$ cat src/rls_pkg.sv
package rls_pkg;
    // timing
    localparam int CLK_PERIOD_NS = 100;
    localparam int TENTH_SEC_NS = 100000000;
    localparam int TENTH_SEC_CYCLES = TENTH_SEC_NS / CLK_PERIOD_NS;
    localparam int CLK_HZ = 1000000000 / CLK_PERIOD_NS;
    // register byte offsets
    localparam logic [5:0] OFS_CTRL = 6'h00;
    localparam logic [5:0] OFS_WAIT = 6'h04;
    localparam logic [5:0] OFS_OUTFN = 6'h08;
    localparam logic [5:0] OFS_SERIAL = 6'h0c;
    localparam logic [5:0] OFS_COMM_TO = 6'h10;
    localparam logic [5:0] OFS_VMIN = 6'h14;
    localparam logic [5:0] OFS_CMIN = 6'h18;
    localparam logic [5:0] OFS_STATUS = 6'h1c;
    localparam logic [5:0] OFS_FREQ = 6'h20;
    // field positions
    localparam int CTRL_CRIT_LSB = 0;
    localparam int CTRL_ACT_LSB = 2;
    localparam int CTRL_FSRC_LSB = 4;
    localparam int CTRL_RSRC_LSB = 8;
    localparam int CTRL_PROT_BIT = 12;
    localparam int OUTFN_RELAY_LSB = 8;
    localparam int SER_BAUD_LSB = 8;
    localparam int SER_LOST_LSB = 12;
    // reset values, limits and the loss function code
    localparam logic [1:0] CRIT_RST = 2'h0;
    localparam logic [1:0] ACT_RST = 2'h0;
    localparam logic [3:0] FSRC_RST = 4'h0;
    localparam logic [3:0] RSRC_RST = 4'h0;
    localparam logic [10:0] WAIT_RST = 11'h00a;
    localparam logic [10:0] WAIT_MIN = 11'h001;
    localparam logic [10:0] WAIT_MAX = 11'h4b0;
    localparam logic [4:0] OD_FN_RST = 5'h0c;
    localparam logic [4:0] RELAY_FN_RST = 5'h11;
    localparam logic [4:0] FN_REF_LOSS = 5'h0b;
    localparam logic [7:0] STATION_RST = 8'h01;
    localparam logic [7:0] STATION_MAX = 8'hfa;
    localparam logic [2:0] BAUD_RST = 3'h3;
    localparam logic [2:0] BAUD_MAX = 3'h4;
    localparam logic [1:0] LOST_RST = 2'h0;
    localparam logic [10:0] COMM_TO_RST = 11'h00a;
    localparam logic [9:0] MIN_RST = 10'h000;
    // source and function codes, data width
    localparam logic [3:0] SRC_VOLT = 4'h3;
    localparam logic [3:0] SRC_VOLT_ALT = 4'h4;
    localparam logic [3:0] SRC_CUR = 4'h5;
    localparam logic [3:0] SRC_SUM = 4'h6;
    localparam logic [3:0] SRC_SERIAL = 4'h7;
    localparam logic [7:0] FC_READ_HOLD = 8'h03;
    localparam logic [7:0] FC_READ_INPUT = 8'h04;
    localparam logic [7:0] FC_WRITE_ONE = 8'h06;
    localparam logic [7:0] FC_WRITE_MANY = 8'h10;
    localparam logic [3:0] DATA_BITS = 4'h8;
    typedef enum logic [1:0] {
        ST_OK = 2'b00,
        ST_WAIT = 2'b01,
        ST_LOST = 2'b10
    } rls_state_type;
endpackage

$ cat src/rls_supervisor.sv
`timescale 1ns/1ps
// Functional notes
// - criterion zero: no analog loss check
// - criterion one: below half the minimum
// - criterion two: below the minimum
// - summed source: either input low means loss
// - supervise analog and serial references
// - act after wait time, 0.1-120 s
// - action: hold, free run, decelerate
// - output function 11 shows reference loss
// - station number 1 to 250, distinct
// - five bit rates, code 3 default
// - protocol 0 binary, 1 ascii
// - two stop bits binary, one ascii
// - lost mode 0 takes no action
// - comm timeout default one second
// - binary slave answers only read/write
module rls_supervisor #(
    parameter int TENTH_CYCLES = rls_pkg::TENTH_SEC_CYCLES
) (
    input wire logic ref_clk,
    input wire logic rst,
    input wire logic [5:0] avs_address,
    input wire logic avs_read,
    input wire logic avs_write,
    input wire logic [31:0] avs_writedata,
    input wire logic [3:0] avs_byteenable,
    output logic [31:0] avs_readdata,
    output logic avs_waitrequest,
    input wire logic [9:0] voltage_analog_input,
    input wire logic [9:0] current_analog_input,
    input wire logic [15:0] freq_ref_in,
    input wire logic serial_rx,
    input wire logic frame_valid,
    input wire logic [7:0] frame_station,
    input wire logic [7:0] frame_function,
    input wire logic tx_request,
    output logic reply_grant,
    output logic line_drive_en,
    output logic [15:0] baud_div,
    output logic [1:0] stop_bits,
    output logic [3:0] data_bits,
    output logic [15:0] freq_cmd,
    output logic output_cut,
    output logic decel_req,
    output logic open_drain_output_out,
    output logic open_drain_output_oe_n,
    output logic fault_relay_output
);
    ////////////////////////////////////////////////////////////////
    // configuration registers
    logic [1:0] crit_ff, nxt_crit;
    logic [1:0] act_ff, nxt_act;
    logic [3:0] fsrc_ff, nxt_fsrc;
    logic [3:0] rsrc_ff, nxt_rsrc;
    logic prot_ff, nxt_prot;
    logic [10:0] wait_ff, nxt_wait;
    logic [4:0] odfn_ff, nxt_odfn;
    logic [4:0] rlfn_ff, nxt_rlfn;
    logic [7:0] station_ff, nxt_station;
    logic [2:0] baud_ff, nxt_baud;
    logic [1:0] lost_ff, nxt_lost;
    logic [10:0] comm_to_ff, nxt_comm_to;
    logic [9:0] vmin_ff, nxt_vmin;
    logic [9:0] cmin_ff, nxt_cmin;
    logic ack_ff, nxt_ack;
    logic [31:0] rdata_ff, nxt_rdata;
    logic [31:0] status_word;
    logic wr_go;

    assign avs_waitrequest = (avs_read || avs_write) && !ack_ff;
    assign wr_go = avs_write && !ack_ff && avs_byteenable[0] && avs_byteenable[1];
    assign avs_readdata = rdata_ff;

    always_comb
    begin
        nxt_crit = crit_ff;
        nxt_act = act_ff;
        nxt_fsrc = fsrc_ff;
        nxt_rsrc = rsrc_ff;
        nxt_prot = prot_ff;
        nxt_wait = wait_ff;
        nxt_odfn = odfn_ff;
        nxt_rlfn = rlfn_ff;
        nxt_station = station_ff;
        nxt_baud = baud_ff;
        nxt_lost = lost_ff;
        nxt_comm_to = comm_to_ff;
        nxt_vmin = vmin_ff;
        nxt_cmin = cmin_ff;
        nxt_ack = (avs_read || avs_write) && !ack_ff;
        nxt_rdata = rdata_ff;
        if (wr_go)
        begin
            case (avs_address)
                rls_pkg::OFS_CTRL:
                begin
                    // out-of-range criterion and action codes are refused, field keeps its value
                    if (avs_writedata[rls_pkg::CTRL_CRIT_LSB +: 2] != 2'h3)
                        nxt_crit = avs_writedata[rls_pkg::CTRL_CRIT_LSB +: 2];
                    if (avs_writedata[rls_pkg::CTRL_ACT_LSB +: 2] != 2'h3)
                        nxt_act = avs_writedata[rls_pkg::CTRL_ACT_LSB +: 2];
                    nxt_fsrc = avs_writedata[rls_pkg::CTRL_FSRC_LSB +: 4];
                    nxt_rsrc = avs_writedata[rls_pkg::CTRL_RSRC_LSB +: 4];
                    nxt_prot = avs_writedata[rls_pkg::CTRL_PROT_BIT];
                end
                rls_pkg::OFS_WAIT:
                    if (avs_writedata[10:0] >= rls_pkg::WAIT_MIN
                        && avs_writedata[10:0] <= rls_pkg::WAIT_MAX)
                        nxt_wait = avs_writedata[10:0];
                rls_pkg::OFS_OUTFN:
                begin
                    nxt_odfn = avs_writedata[4:0];
                    nxt_rlfn = avs_writedata[rls_pkg::OUTFN_RELAY_LSB +: 5];
                end
                rls_pkg::OFS_SERIAL:
                begin
                    if (avs_writedata[7:0] != 8'h00
                        && avs_writedata[7:0] <= rls_pkg::STATION_MAX)
                        nxt_station = avs_writedata[7:0];
                    if (avs_writedata[rls_pkg::SER_BAUD_LSB +: 3] <= rls_pkg::BAUD_MAX)
                        nxt_baud = avs_writedata[rls_pkg::SER_BAUD_LSB +: 3];
                    nxt_lost = avs_writedata[rls_pkg::SER_LOST_LSB +: 2];
                end
                rls_pkg::OFS_COMM_TO:
                    if (avs_writedata[10:0] != 11'h000)
                        nxt_comm_to = avs_writedata[10:0];
                rls_pkg::OFS_VMIN:
                    nxt_vmin = avs_writedata[9:0];
                rls_pkg::OFS_CMIN:
                    nxt_cmin = avs_writedata[9:0];
                default:
                    nxt_ack = 1'b1;
            endcase
        end
        if (avs_read && !ack_ff)
        begin
            case (avs_address)
                rls_pkg::OFS_CTRL:
                    nxt_rdata = {19'h00000, prot_ff, rsrc_ff, fsrc_ff, act_ff, crit_ff};
                rls_pkg::OFS_WAIT:
                    nxt_rdata = {21'h000000, wait_ff};
                rls_pkg::OFS_OUTFN:
                    nxt_rdata = {19'h00000, rlfn_ff, 3'h0, odfn_ff};
                rls_pkg::OFS_SERIAL:
                    nxt_rdata = {18'h00000, lost_ff, 1'b0, baud_ff, station_ff};
                rls_pkg::OFS_COMM_TO:
                    nxt_rdata = {21'h000000, comm_to_ff};
                rls_pkg::OFS_VMIN:
                    nxt_rdata = {22'h000000, vmin_ff};
                rls_pkg::OFS_CMIN:
                    nxt_rdata = {22'h000000, cmin_ff};
                rls_pkg::OFS_STATUS:
                    nxt_rdata = status_word;
                rls_pkg::OFS_FREQ:
                    nxt_rdata = {16'h0000, freq_cmd};
                default:
                    nxt_rdata = 32'h00000000;
            endcase
        end
    end

    always_ff @(posedge ref_clk or posedge rst)
    begin
        if (rst)
        begin
            crit_ff <= rls_pkg::CRIT_RST;
            act_ff <= rls_pkg::ACT_RST;
            fsrc_ff <= rls_pkg::FSRC_RST;
            rsrc_ff <= rls_pkg::RSRC_RST;
            prot_ff <= 1'b0;
            wait_ff <= rls_pkg::WAIT_RST;
            odfn_ff <= rls_pkg::OD_FN_RST;
            rlfn_ff <= rls_pkg::RELAY_FN_RST;
            station_ff <= rls_pkg::STATION_RST;
            baud_ff <= rls_pkg::BAUD_RST;
            lost_ff <= rls_pkg::LOST_RST;
            comm_to_ff <= rls_pkg::COMM_TO_RST;
            vmin_ff <= rls_pkg::MIN_RST;
            cmin_ff <= rls_pkg::MIN_RST;
            ack_ff <= 1'b0;
            rdata_ff <= 32'h00000000;
        end
        else
        begin
            crit_ff <= nxt_crit;
            act_ff <= nxt_act;
            fsrc_ff <= nxt_fsrc;
            rsrc_ff <= nxt_rsrc;
            prot_ff <= nxt_prot;
            wait_ff <= nxt_wait;
            odfn_ff <= nxt_odfn;
            rlfn_ff <= nxt_rlfn;
            station_ff <= nxt_station;
            baud_ff <= nxt_baud;
            lost_ff <= nxt_lost;
            comm_to_ff <= nxt_comm_to;
            vmin_ff <= nxt_vmin;
            cmin_ff <= nxt_cmin;
            ack_ff <= nxt_ack;
            rdata_ff <= nxt_rdata;
        end
    end

    ////////////////////////////////////////////////////////////////
    // serial line: sync, activity, framing settings
    logic rx_s1_ff, rx_s2_ff, rx_s3_ff;
    logic rx_edge;
    logic [19:0] tick_cnt_ff, nxt_tick_cnt;
    logic tick;
    logic comm_expired;
    logic grant_ff, nxt_grant;
    logic [15:0] div_ff, nxt_div;

    // the edge detector reads stage two and three only
    assign rx_edge = rx_s2_ff ^ rx_s3_ff;
    assign tick = (tick_cnt_ff == 20'(TENTH_CYCLES - 1));
    assign nxt_tick_cnt = tick ? 20'h00000 : tick_cnt_ff + 20'h00001;

    always_comb
    begin
        case (baud_ff)
            3'h0: nxt_div = 16'(rls_pkg::CLK_HZ / 1200);
            3'h1: nxt_div = 16'(rls_pkg::CLK_HZ / 2400);
            3'h2: nxt_div = 16'(rls_pkg::CLK_HZ / 4800);
            3'h3: nxt_div = 16'(rls_pkg::CLK_HZ / 9600);
            default: nxt_div = 16'(rls_pkg::CLK_HZ / 19200);
        endcase
        // a request for this station is answered; in binary only with a read or write code
        nxt_grant = frame_valid && frame_station == station_ff
            && (prot_ff || frame_function == rls_pkg::FC_READ_HOLD
            || frame_function == rls_pkg::FC_READ_INPUT
            || frame_function == rls_pkg::FC_WRITE_ONE
            || frame_function == rls_pkg::FC_WRITE_MANY);
    end

    always_ff @(posedge ref_clk or posedge rst)
    begin
        if (rst)
        begin
            rx_s1_ff <= 1'b1;
            rx_s2_ff <= 1'b1;
            rx_s3_ff <= 1'b1;
            tick_cnt_ff <= 20'h00000;
            grant_ff <= 1'b0;
            div_ff <= 16'h0000;
        end
        else
        begin
            rx_s1_ff <= serial_rx;
            rx_s2_ff <= rx_s1_ff;
            rx_s3_ff <= rx_s2_ff;
            tick_cnt_ff <= nxt_tick_cnt;
            grant_ff <= nxt_grant;
            div_ff <= nxt_div;
        end
    end

    assign reply_grant = grant_ff;
    assign baud_div = div_ff;
    assign stop_bits = prot_ff ? 2'h1 : 2'h2;
    assign data_bits = rls_pkg::DATA_BITS;
    // no drive while the synced line is low or has just toggled: half duplex
    assign line_drive_en = tx_request && rx_s2_ff && !rx_edge;

    rls_timer u_comm_timer (
        .ref_clk(ref_clk),
        .rst(rst),
        .restart(rx_edge),
        .tick(tick),
        .limit(comm_to_ff),
        .expired(comm_expired)
    );

    ////////////////////////////////////////////////////////////////
    // loss detection and action
    logic v_low, c_low, raw_loss;
    logic [9:0] v_thr, c_thr;
    logic loss_expired;
    rls_pkg::rls_state_type state_ff, nxt_state;
    logic [15:0] freq_ff, nxt_freq;
    logic cut_ff, nxt_cut;
    logic decel_ff, nxt_decel;
    logic lost_flag;

    assign v_thr = (crit_ff == 2'h1) ? {1'b0, vmin_ff[9:1]} : vmin_ff;
    assign c_thr = (crit_ff == 2'h1) ? {1'b0, cmin_ff[9:1]} : cmin_ff;
    assign v_low = voltage_analog_input < v_thr;
    assign c_low = current_analog_input < c_thr;

    always_comb
    begin
        raw_loss = 1'b0;
        if (crit_ff != 2'h0)
        begin
            case (fsrc_ff)
                rls_pkg::SRC_VOLT, rls_pkg::SRC_VOLT_ALT: raw_loss = v_low;
                rls_pkg::SRC_CUR: raw_loss = c_low;
                rls_pkg::SRC_SUM: raw_loss = v_low || c_low;
                default: raw_loss = 1'b0;
            endcase
        end
        // lost mode 0 leaves a silent link without consequence
        if (fsrc_ff == rls_pkg::SRC_SERIAL && lost_ff != 2'h0 && comm_expired)
            raw_loss = 1'b1;
    end

    always_comb
    begin
        nxt_state = state_ff;
        nxt_freq = freq_ff;
        case (state_ff)
            rls_pkg::ST_OK:
            begin
                nxt_freq = freq_ref_in;
                if (raw_loss)
                    nxt_state = rls_pkg::ST_WAIT;
            end
            rls_pkg::ST_WAIT:
                if (!raw_loss)
                    nxt_state = rls_pkg::ST_OK;
                else if (loss_expired)
                    nxt_state = rls_pkg::ST_LOST;
            rls_pkg::ST_LOST:
                if (!raw_loss)
                    nxt_state = rls_pkg::ST_OK;
            default:
                nxt_state = rls_pkg::ST_OK;
        endcase
        // action follows the selection live while lost
        nxt_cut = nxt_state == rls_pkg::ST_LOST && act_ff == 2'h1;
        nxt_decel = nxt_state == rls_pkg::ST_LOST && act_ff == 2'h2;
    end

    always_ff @(posedge ref_clk or posedge rst)
    begin
        if (rst)
        begin
            state_ff <= rls_pkg::ST_OK;
            freq_ff <= 16'h0000;
            cut_ff <= 1'b0;
            decel_ff <= 1'b0;
        end
        else
        begin
            state_ff <= nxt_state;
            freq_ff <= nxt_freq;
            cut_ff <= nxt_cut;
            decel_ff <= nxt_decel;
        end
    end

    rls_timer u_loss_timer (
        .ref_clk(ref_clk),
        .rst(rst),
        .restart(state_ff != rls_pkg::ST_WAIT),
        .tick(tick),
        .limit(wait_ff),
        .expired(loss_expired)
    );

    assign lost_flag = state_ff == rls_pkg::ST_LOST;
    assign freq_cmd = freq_ff;
    assign output_cut = cut_ff;
    assign decel_req = decel_ff;
    assign open_drain_output_out = 1'b0;
    assign open_drain_output_oe_n = !(lost_flag && odfn_ff == rls_pkg::FN_REF_LOSS);
    assign fault_relay_output = lost_flag && rlfn_ff == rls_pkg::FN_REF_LOSS;
    assign status_word = {25'h0000000, fault_relay_output, !open_drain_output_oe_n,
        decel_ff, cut_ff, comm_expired, lost_flag, raw_loss};

    ////////////////////////////////////////////////////////////////
    // checks
    AST_CRIT_OFF: assert property (@(posedge ref_clk) disable iff (rst)
        crit_ff == 2'h0 && fsrc_ff != rls_pkg::SRC_SERIAL |-> !raw_loss)
        else $error("loss seen with detection off");
    AST_HALF_MIN: assert property (@(posedge ref_clk) disable iff (rst)
        crit_ff == 2'h1 && fsrc_ff == rls_pkg::SRC_VOLT
        && voltage_analog_input < {1'b0, vmin_ff[9:1]} |-> raw_loss)
        else $error("half-minimum loss missed");
    AST_BELOW_MIN: assert property (@(posedge ref_clk) disable iff (rst)
        crit_ff == 2'h2 && fsrc_ff == rls_pkg::SRC_CUR
        |-> raw_loss == (current_analog_input < cmin_ff))
        else $error("minimum loss mismatch");
    AST_SUM_EITHER: assert property (@(posedge ref_clk) disable iff (rst)
        crit_ff == 2'h2 && fsrc_ff == rls_pkg::SRC_SUM
        && (voltage_analog_input < vmin_ff || current_analog_input < cmin_ff) |-> raw_loss)
        else $error("summed source loss missed");
    AST_COMM_LOSS: assert property (@(posedge ref_clk) disable iff (rst)
        fsrc_ff == rls_pkg::SRC_SERIAL && comm_expired && lost_ff != 2'h0 |-> raw_loss)
        else $error("serial loss missed");
    AST_WAIT_FIRST: assert property (@(posedge ref_clk) disable iff (rst)
        $rose(lost_flag) |-> $past(loss_expired) && $past(state_ff) == rls_pkg::ST_WAIT)
        else $error("acted before wait time");
    AST_FREE_RUN: assert property (@(posedge ref_clk) disable iff (rst)
        lost_flag && act_ff == 2'h1 && $stable(act_ff) |-> output_cut && !decel_req)
        else $error("free run not applied");
    AST_HOLD_FREQ: assert property (@(posedge ref_clk) disable iff (rst)
        state_ff != rls_pkg::ST_OK ##1 state_ff != rls_pkg::ST_OK |-> $stable(freq_cmd))
        else $error("frequency moved during loss");
    AST_FLAG_OUT: assert property (@(posedge ref_clk) disable iff (rst)
        rlfn_ff == rls_pkg::FN_REF_LOSS |-> fault_relay_output == lost_flag)
        else $error("relay flag wrong");
    AST_STATION: assert property (@(posedge ref_clk) disable iff (rst)
        station_ff != 8'h00 && station_ff <= rls_pkg::STATION_MAX)
        else $error("station out of range");
    AST_STOP_BITS: assert property (@(posedge ref_clk) disable iff (rst)
        stop_bits == (prot_ff ? 2'h1 : 2'h2))
        else $error("stop bits wrong");
    AST_DROPOUT: assert property (@(posedge ref_clk) disable iff (rst)
        state_ff == rls_pkg::ST_WAIT && !raw_loss |=> state_ff == rls_pkg::ST_OK ##1 !lost_flag)
        else $error("dropout not forgiven");
    AST_BUS_ONE_WAIT: assert property (@(posedge ref_clk) disable iff (rst)
        (avs_read || avs_write) && avs_waitrequest |=> !avs_waitrequest)
        else $error("bus answer late");
    COV_LOST: cover property (@(posedge ref_clk) disable iff (rst) $rose(lost_flag));
    COV_DROPOUT: cover property (@(posedge ref_clk) disable iff (rst)
        state_ff == rls_pkg::ST_WAIT ##1 state_ff == rls_pkg::ST_OK);
    COV_DECEL: cover property (@(posedge ref_clk) disable iff (rst) $rose(decel_req));
endmodule // rls_supervisor

$ cat src/rls_timer.sv
`timescale 1ns/1ps
// counts tenth-second ticks; expired holds until restart
module rls_timer (
    input wire logic ref_clk,
    input wire logic rst,
    input wire logic restart,
    input wire logic tick,
    input wire logic [10:0] limit,
    output logic expired
);
    logic [10:0] cnt_ff;
    logic [10:0] nxt_cnt;
    logic exp_ff;
    logic nxt_exp;

    always_comb
    begin
        nxt_cnt = cnt_ff;
        nxt_exp = exp_ff;
        if (restart)
        begin
            nxt_cnt = 11'h000;
            nxt_exp = 1'b0;
        end
        else if (tick && !exp_ff)
        begin
            nxt_cnt = cnt_ff + 11'h001;
            if (nxt_cnt >= limit)
                nxt_exp = 1'b1;
        end
    end

    always_ff @(posedge ref_clk or posedge rst)
    begin
        if (rst)
        begin
            cnt_ff <= 11'h000;
            exp_ff <= 1'b0;
        end
        else
        begin
            cnt_ff <= nxt_cnt;
            exp_ff <= nxt_exp;
        end
    end

    assign expired = exp_ff;
endmodule // rls_timer
$ cat config.mk
export PLATFORM = sky130hd
export DESIGN_NAME = rls_supervisor
export DESIGN_NICKNAME = d
export VERILOG_FILES = /design/src/rls_pkg.sv /design/src/rls_supervisor.sv /design/src/rls_timer.sv
export SDC_FILE = /design/constraint.sdc
export NUM_CORES = 1
export LEC_CHECK = 0
export ABC_AREA = 0
export BUFFER_PORTS_ARGS = -buffer_cell sky130_fd_sc_hd__buf_2
export CAP_MARGIN = 20
export CORE_AREA = 8 8 139 141
export CTS_CLUSTER_DIAMETER = 40
export DETAILED_ROUTE_END_ITERATION = 10
export DIE_AREA = 0 0 147 149
export PLACE_DENSITY = 0.78
export SYNTH_ARGS = -nofsm -noshare
export SYNTH_HDL_FRONTEND = slang
export SYNTH_SLANG_ARGS = --single-unit
export TNS_END_PERCENT = 5
$ cat constraint.sdc
create_clock -name ref_clk -period 7.2 [get_ports ref_clk]
set_input_delay 1.44 -clock ref_clk [delete_from_list [all_inputs] [get_ports ref_clk]]
set_output_delay 1.44 -clock ref_clk [all_outputs]
set_load 0.1 [all_outputs]
* Word-level counts from Yosys, hierarchy flattened
Index checks and enable logic that the tools add are counted.
** Storage, ports and cells
- Flip-flop bits (word level) :: 195
- Logic and storage cells :: 157
- Output and inout bits :: 78
** Cells by class
- Add/sub/neg operators :: 3
- Multiplexer cells :: 26
- Reduce and logical (&&, ||, !) cells :: 56
- Eq/ne operators :: 33
- $lt $le $gt $ge :: 8
- Bitwise gates (word level) :: 1
** Operators with widths (number)
- case mux 16 bit (9 select lines) :: 1
- case mux 14 bit (4 select lines) :: 1
- two-way mux 11 bit :: 4
- equality test 6 x 5 -> 1 bit (second input constant) :: 4
- adder 11 x 1 -> 11 bit (second input constant) :: 2
- >= comparator 11 bit :: 2
- adder 20 x 1 -> 20 bit (second input constant) :: 1
- equality test 20 bit (second input constant) :: 1
- < comparator 10 bit :: 2
- two-way mux 10 bit :: 2
- two-way mux 20 bit :: 1
- logical AND 1 bit :: 19
- AND reduction 3 bit :: 6
- equality test 4 x 3 -> 1 bit (second input constant) :: 4
- equality test 8 x 3 -> 1 bit (second input constant) :: 2
- AND reduction 2 bit :: 7
- equality test 6 x 4 -> 1 bit (second input constant) :: 2
- nonzero test 2 bit :: 6
- >= comparator 11 x 1 -> 1 bit (second input constant) :: 1
- less-or-equal comparator 11 bit (second input constant) :: 1
- nonzero test 11 bit :: 1
- equality test 5 x 4 -> 1 bit (second input constant) :: 2
- two-way mux 1 bit :: 10
- two-way mux 2 bit :: 5
- other kinds (25) :: 40

* Logic depth before layout (Yosys ltp)
- Depth after elaboration :: 11
- Gate-level depth with buffers :: 12
- Gate-level depth less buffers :: 12

* Hierarchy
From an unflattened synthesis, not the netlist that was laid out.
** Unflattened totals
- Cells, all modules :: 872
- Area, all modules :: 9649.3 um^2
** Modules (own cells, without submodules)
- rls_supervisor :: area each 7717.4 um^2, times used 1, cells each 650, sequential area each 3721.1 um^2
- rls_timer :: area each 965.9 um^2, times used 2, cells each 111, sequential area each 300.3 um^2

* Least setup slack after synthesis
Ideal clock, no wire load.
- Path kind :: input port to output port
- From :: input port avs_read
- To :: output port avs_waitrequest
- Data required time :: 5.760 ns
- Slack :: 3.024 ns
- Cell stages on the path :: 2
- Arrival :: 2.736 ns
- Cells stage by stage :: nor2_1 > nor2_1
** Between the ends
- Cells in the longest elaborated chain, start to end :: 2
** RTL lines
- from (decl) :: RTL line rls_supervisor.sv:24 : input wire logic avs_read,
- logical OR 1 bit :: RTL line rls_supervisor.sv:71 : assign avs_waitrequest = (avs_read || avs_write) && !ack_ff;
- logical AND 1 bit :: RTL line rls_supervisor.sv:71
- to (decl) :: RTL line rls_supervisor.sv:29 : output logic avs_waitrequest,
Every way passes these cells.

* Worst setup path in the final report
- From :: input port avs_address[5]
- To :: register vmin_ff[9]
** Between the ends
- Cells in the longest elaborated chain, start to end :: 2
** RTL lines
- from (decl) :: RTL line rls_supervisor.sv:23 : input wire logic [5:0] avs_address,
- equality test 6 x 5 -> 1 bit :: RTL line rls_supervisor.sv:95 : case (avs_address)
- AND reduction 2 bit (no line)
- to (signal assigned) :: RTL line rls_supervisor.sv:179 : vmin_ff <= rls_pkg::MIN_RST;
- to (signal assigned) :: RTL line rls_supervisor.sv:198 : vmin_ff <= nxt_vmin;
- to (decl) :: RTL line rls_supervisor.sv:64 : logic [9:0] vmin_ff, nxt_vmin;
Every way passes these cells.
A chain may end at the register's enable or synchronous reset.

==> Implementation_results.wiki <==
{| class="wikitable"
! Metric !! Value
|-
| Final nets || 1,095
|-
| Final hold violation count || 0
|-
| Max Clock Freq || 0.269 GHz
|-
| H-tree depth || 4
|-
| Clock sink total || 172
|-
| Largest fanout on the critical path || 11
|-
| Number of enable flip-flop cells after synthesis || 0
|-
| Ordered cell list for the critical path || buf_2, or4b_1, nor2_1, nand2_1, mux2_2
|-
| Post-detailed-route count of antenna-violating nets || 0
|-
| Leading post-synthesis cells by instance count || sky130_fd_sc_hd__dfrtp_1, sky130_fd_sc_hd__mux2_2, sky130_fd_sc_hd__nor2_1
|-
| Cell taking the most area after synthesis || sky130_fd_sc_hd__dfrtp_1
|-
| Resized cells post-CTS || 0
|-
| Post-DR wirelength/cell || 19.9 um
|-
| DR WL met3 || 2340 um
|-
| Distinct cells, synth || 66
|-
| Met1 wire length || 9940 um
|-
| Slowest stage cell, crit path || sky130_fd_sc_hd__nor2_1
|-
| Die Span Y || 149 um
|-
| Die Width || 147 um
|-
| Max Transition Viols Final || 0
|-
| Inserted Diodes || 0
|-
| Final RePlAce weighted congestion || 0.902
|-
| Result of the run || finished clean
|-
| Overall fraction of global-route tracks in use || 0.220
|-
| Core box area || 17,100 um2
|-
| Pin count of the biggest net entering global routing || 114
|-
| Shortest period the worst path allows || 3710 ps
|-
| Clock transition time at the flip-flop clock pins of the worst setup and hold paths || 60 ps
|-
| Yosys warns || 0
|-
| Starting DRT DRC Count || 567
|-
| Critical path start-end classification || input port to flop
|-
| Number of placement rows || 48
|-
| Worst slew margin || 0.243
|-
| Finish-stage setup viols || 0
|-
| First-pass GRT wire length || 37,900 um
|-
| FFs w/ async S/R, synth || 1.00
|-
| Post-synthesis cell count || 835
|-
| Total I/O pin count || 179
|-
| LEAKAGE || 4.88 nW
|-
| Setup repair after global routing missed its margin || no
|-
| Via count || 7,032
|-
| Sort of element at the end of the critical path || flop
|-
| Die ar. || 21,900 um2
|-
| Seq cells post-synth || 172
|-
| Final Instance Count excl. Fillers || 1,189
|-
| Data required time of the critical path || 7510 ps
|-
| Detailed-placement wirelength estimate || 17,000 um
|-
| Post-CTS setup buffers || 0
|-
| Proportion of layout cells with a drive suffix above 1 || 0.295
|-
| Post-Place Cells || 1,155
|-
| Count of hold buffers inserted by post-cts repair || 0
|-
| Type of the worst min-delay path || flop to flop
|-
| Final worst path period share || 0.516
|-
| Routed vias/inst || 5.91
|-
| Port Buffers || 134
|-
| Clock latency reported for the late side of the worst-skew pair || 430 ps
|-
| Number of antenna violations at the first check in global routing || 0
|-
| Count leader, synth || sky130_fd_sc_hd__dfrtp_1
|-
| # Max-Cap Violations || 0
|-
| Total Neg Setup Slack || 0 ps
|-
| Share of synthesized area occupied by flip-flops and latches || 0.470
|-
| Commonest register cell after synthesis || sky130_fd_sc_hd__dfrtp_1
|-
| Post-synthesis average cell area || 11.0 um2
|-
| Total wire length || 23,700 um
|-
| Initial Util || 0.539
|-
| IR Drop Worst-Case VDD || 0.182 mV
|-
| Buffer depth of the longest clock path || 2
|-
| Clock tree from TritonCTS || yes
|-
| Highest metal layer with signal wires || met4
|-
| Data arrival time of the critical path || 4020 ps
|-
| PD cells || 222 nW/um2
|-
| Transition time at the pin with the least slew margin || 1130 ps
|-
| Critical path launch point type || input port
|-
| Mapped Area || 9200 um2
|-
| Longest individual stage delay on the worst path || 870 ps
|-
| Final setup skew || 9.01 ps
|-
| Root Buffer || sky130_fd_sc_hd__clkbuf_16
|-
| DRC Markers || 0
|-
| First-pass detailed-route iteration total || 6
|-
| Detail Route met2 WL || 10,900 um
|-
| Synthesis-to-finish area growth || 14.6%
|-
| Vias in the first global route || 7,235
|-
| Top cell type's share of synthesized area || 0.430
|-
| Most area-consuming cells after synthesis || sky130_fd_sc_hd__dfrtp_1, sky130_fd_sc_hd__mux2_2, sky130_fd_sc_hd__ha_1, sky130_fd_sc_hd__dfstp_2, sky130_fd_sc_hd__xor2_1
|-
| Cts bufs inserted || 17
|-
| Global route overflow || 0
|}
power by group:
group / internal (mW) / switching, mW / total, mW
combinational: 0.0769 / 0.307 / 0.384
clock: 0.533 / 0.392 / 0.926
sequential: 1.00 / 0.0284 / 1.03
layer usage:
layer  vias up  track usage
met5         -            0
met4         0       0.0826
met3        54       0.0677
met2       328        0.345
met1      3458        0.281
li1       3192            -
metrics by stage:
step           hold slack [ps]  setup slack, ps  instance area, um2  power, mW  utilization
5_1_grt                    358             3480               10500       2.42        0.618
3_5_place_dp               347             3180                9900       1.43        0.581
6_report                   355             3490               10500       2.34        0.618
4_1_cts                    356             3620               10500       2.35        0.615
3_3_place_gp               345             3190                9900       1.42        0.581
2_1_floorplan              345             1120                9280       1.35            -
flip-flops by register name, summed over array words and instances, names as in the netlist, 3 cells and up:
| signal | count |
|---|---|
| tick_cnt_ff | 20 |
| avs_readdata | 16 |
| freq_cmd | 16 |
| comm_to_ff | 11 |
| u_comm_timer.cnt_ff | 11 |
| u_loss_timer.cnt_ff | 11 |
| wait_ff | 11 |
| cmin_ff | 10 |
| vmin_ff | 10 |
| baud_div | 9 |
| station_ff | 8 |
| odfn_ff | 5 |
| rlfn_ff | 5 |
| fsrc_ff | 4 |
| rsrc_ff | 4 |
| baud_ff | 3 |
area by class of cell:
class | count | area, um2
clock buffers | 20 | 457
clock inverters | 12 | 138
fillers | 1404 | 6520
inverters | 27 | 106
multi-input cells | 593 | 4490
flip-flops and latches | 172 | 4320
well taps | 225 | 282
repair buffers | 140 | 743
path summary, 6_finish.rpt:
check | from | slack (ps) | cells after the start | end
setup / recovery | avs_address[5] | 3490 | 5 | vmin_ff[9]
hold / removal | rx_s1_ff | 360 | 0 | rx_s2_ff
setup reg to reg | crit_ff[1] | 4140 | 10 | decel_req
hold reg to reg | rx_s1_ff | 360 | 0 | rx_s2_ff
max in group asynchronous | rst | 4780 | 4 | comm_to_ff[6]
min in group asynchronous | rst | 910 | 2 | tick_cnt_ff[14]
cell families (layout without fill, tap and decap cells):
kind of cell	count (synthesis)	after routing	synth area share
and+or+nand+nor	243	243	0.134
DFF	172	172	0.470
AOI/OAI and AO/OA	115	115	0.0956
muxes	106	106	0.131
buffers and inverters	92	199	0.0513
xor gates and xnor gates	62	62	0.0590
adders and majority gates	43	43	0.0585
other	2	24	0.000817
critical path, delay by kind of cell:
family | cells | cell delay (ps)
buf+inv | 1 | 120
mux | 1 | 420
simple gates | 3 | 2040
cell usage in the layout, fill, tap and decap left out, types with 5 or more instances in the layout:
cell type / count
sky130_fd_sc_hd__dfrtp_1: 158
sky130_fd_sc_hd__buf_2: 134
sky130_fd_sc_hd__mux2_2: 76
sky130_fd_sc_hd__nor2_1: 71
sky130_fd_sc_hd__nand2_1: 51
sky130_fd_sc_hd__ha_1: 43
sky130_fd_sc_hd__xor2_1: 34
sky130_fd_sc_hd__nand3_1: 33
sky130_fd_sc_hd__xnor2_1: 28
sky130_fd_sc_hd__inv_1: 26
sky130_fd_sc_hd__conb_1: 24
sky130_fd_sc_hd__a221oi_1: 21
sky130_fd_sc_hd__mux2i_1: 20
sky130_fd_sc_hd__clkbuf_16: 17
sky130_fd_sc_hd__a21oi_1: 16
sky130_fd_sc_hd__a22o_1: 15
sky130_fd_sc_hd__dfstp_2: 14
sky130_fd_sc_hd__a31oi_1: 13
sky130_fd_sc_hd__nor3_1: 12
sky130_fd_sc_hd__and3_1: 11
sky130_fd_sc_hd__nand4_1: 10
sky130_fd_sc_hd__mux2_4: 10
sky130_fd_sc_hd__nand2b_1: 9
sky130_fd_sc_hd__nor4_1: 7
sky130_fd_sc_hd__a222oi_1: 7
sky130_fd_sc_hd__nor2b_1: 6
sky130_fd_sc_hd__a22oi_1: 6
sky130_fd_sc_hd__o211ai_1: 5
Note: power is estimated with default switching activity, not from simulation.
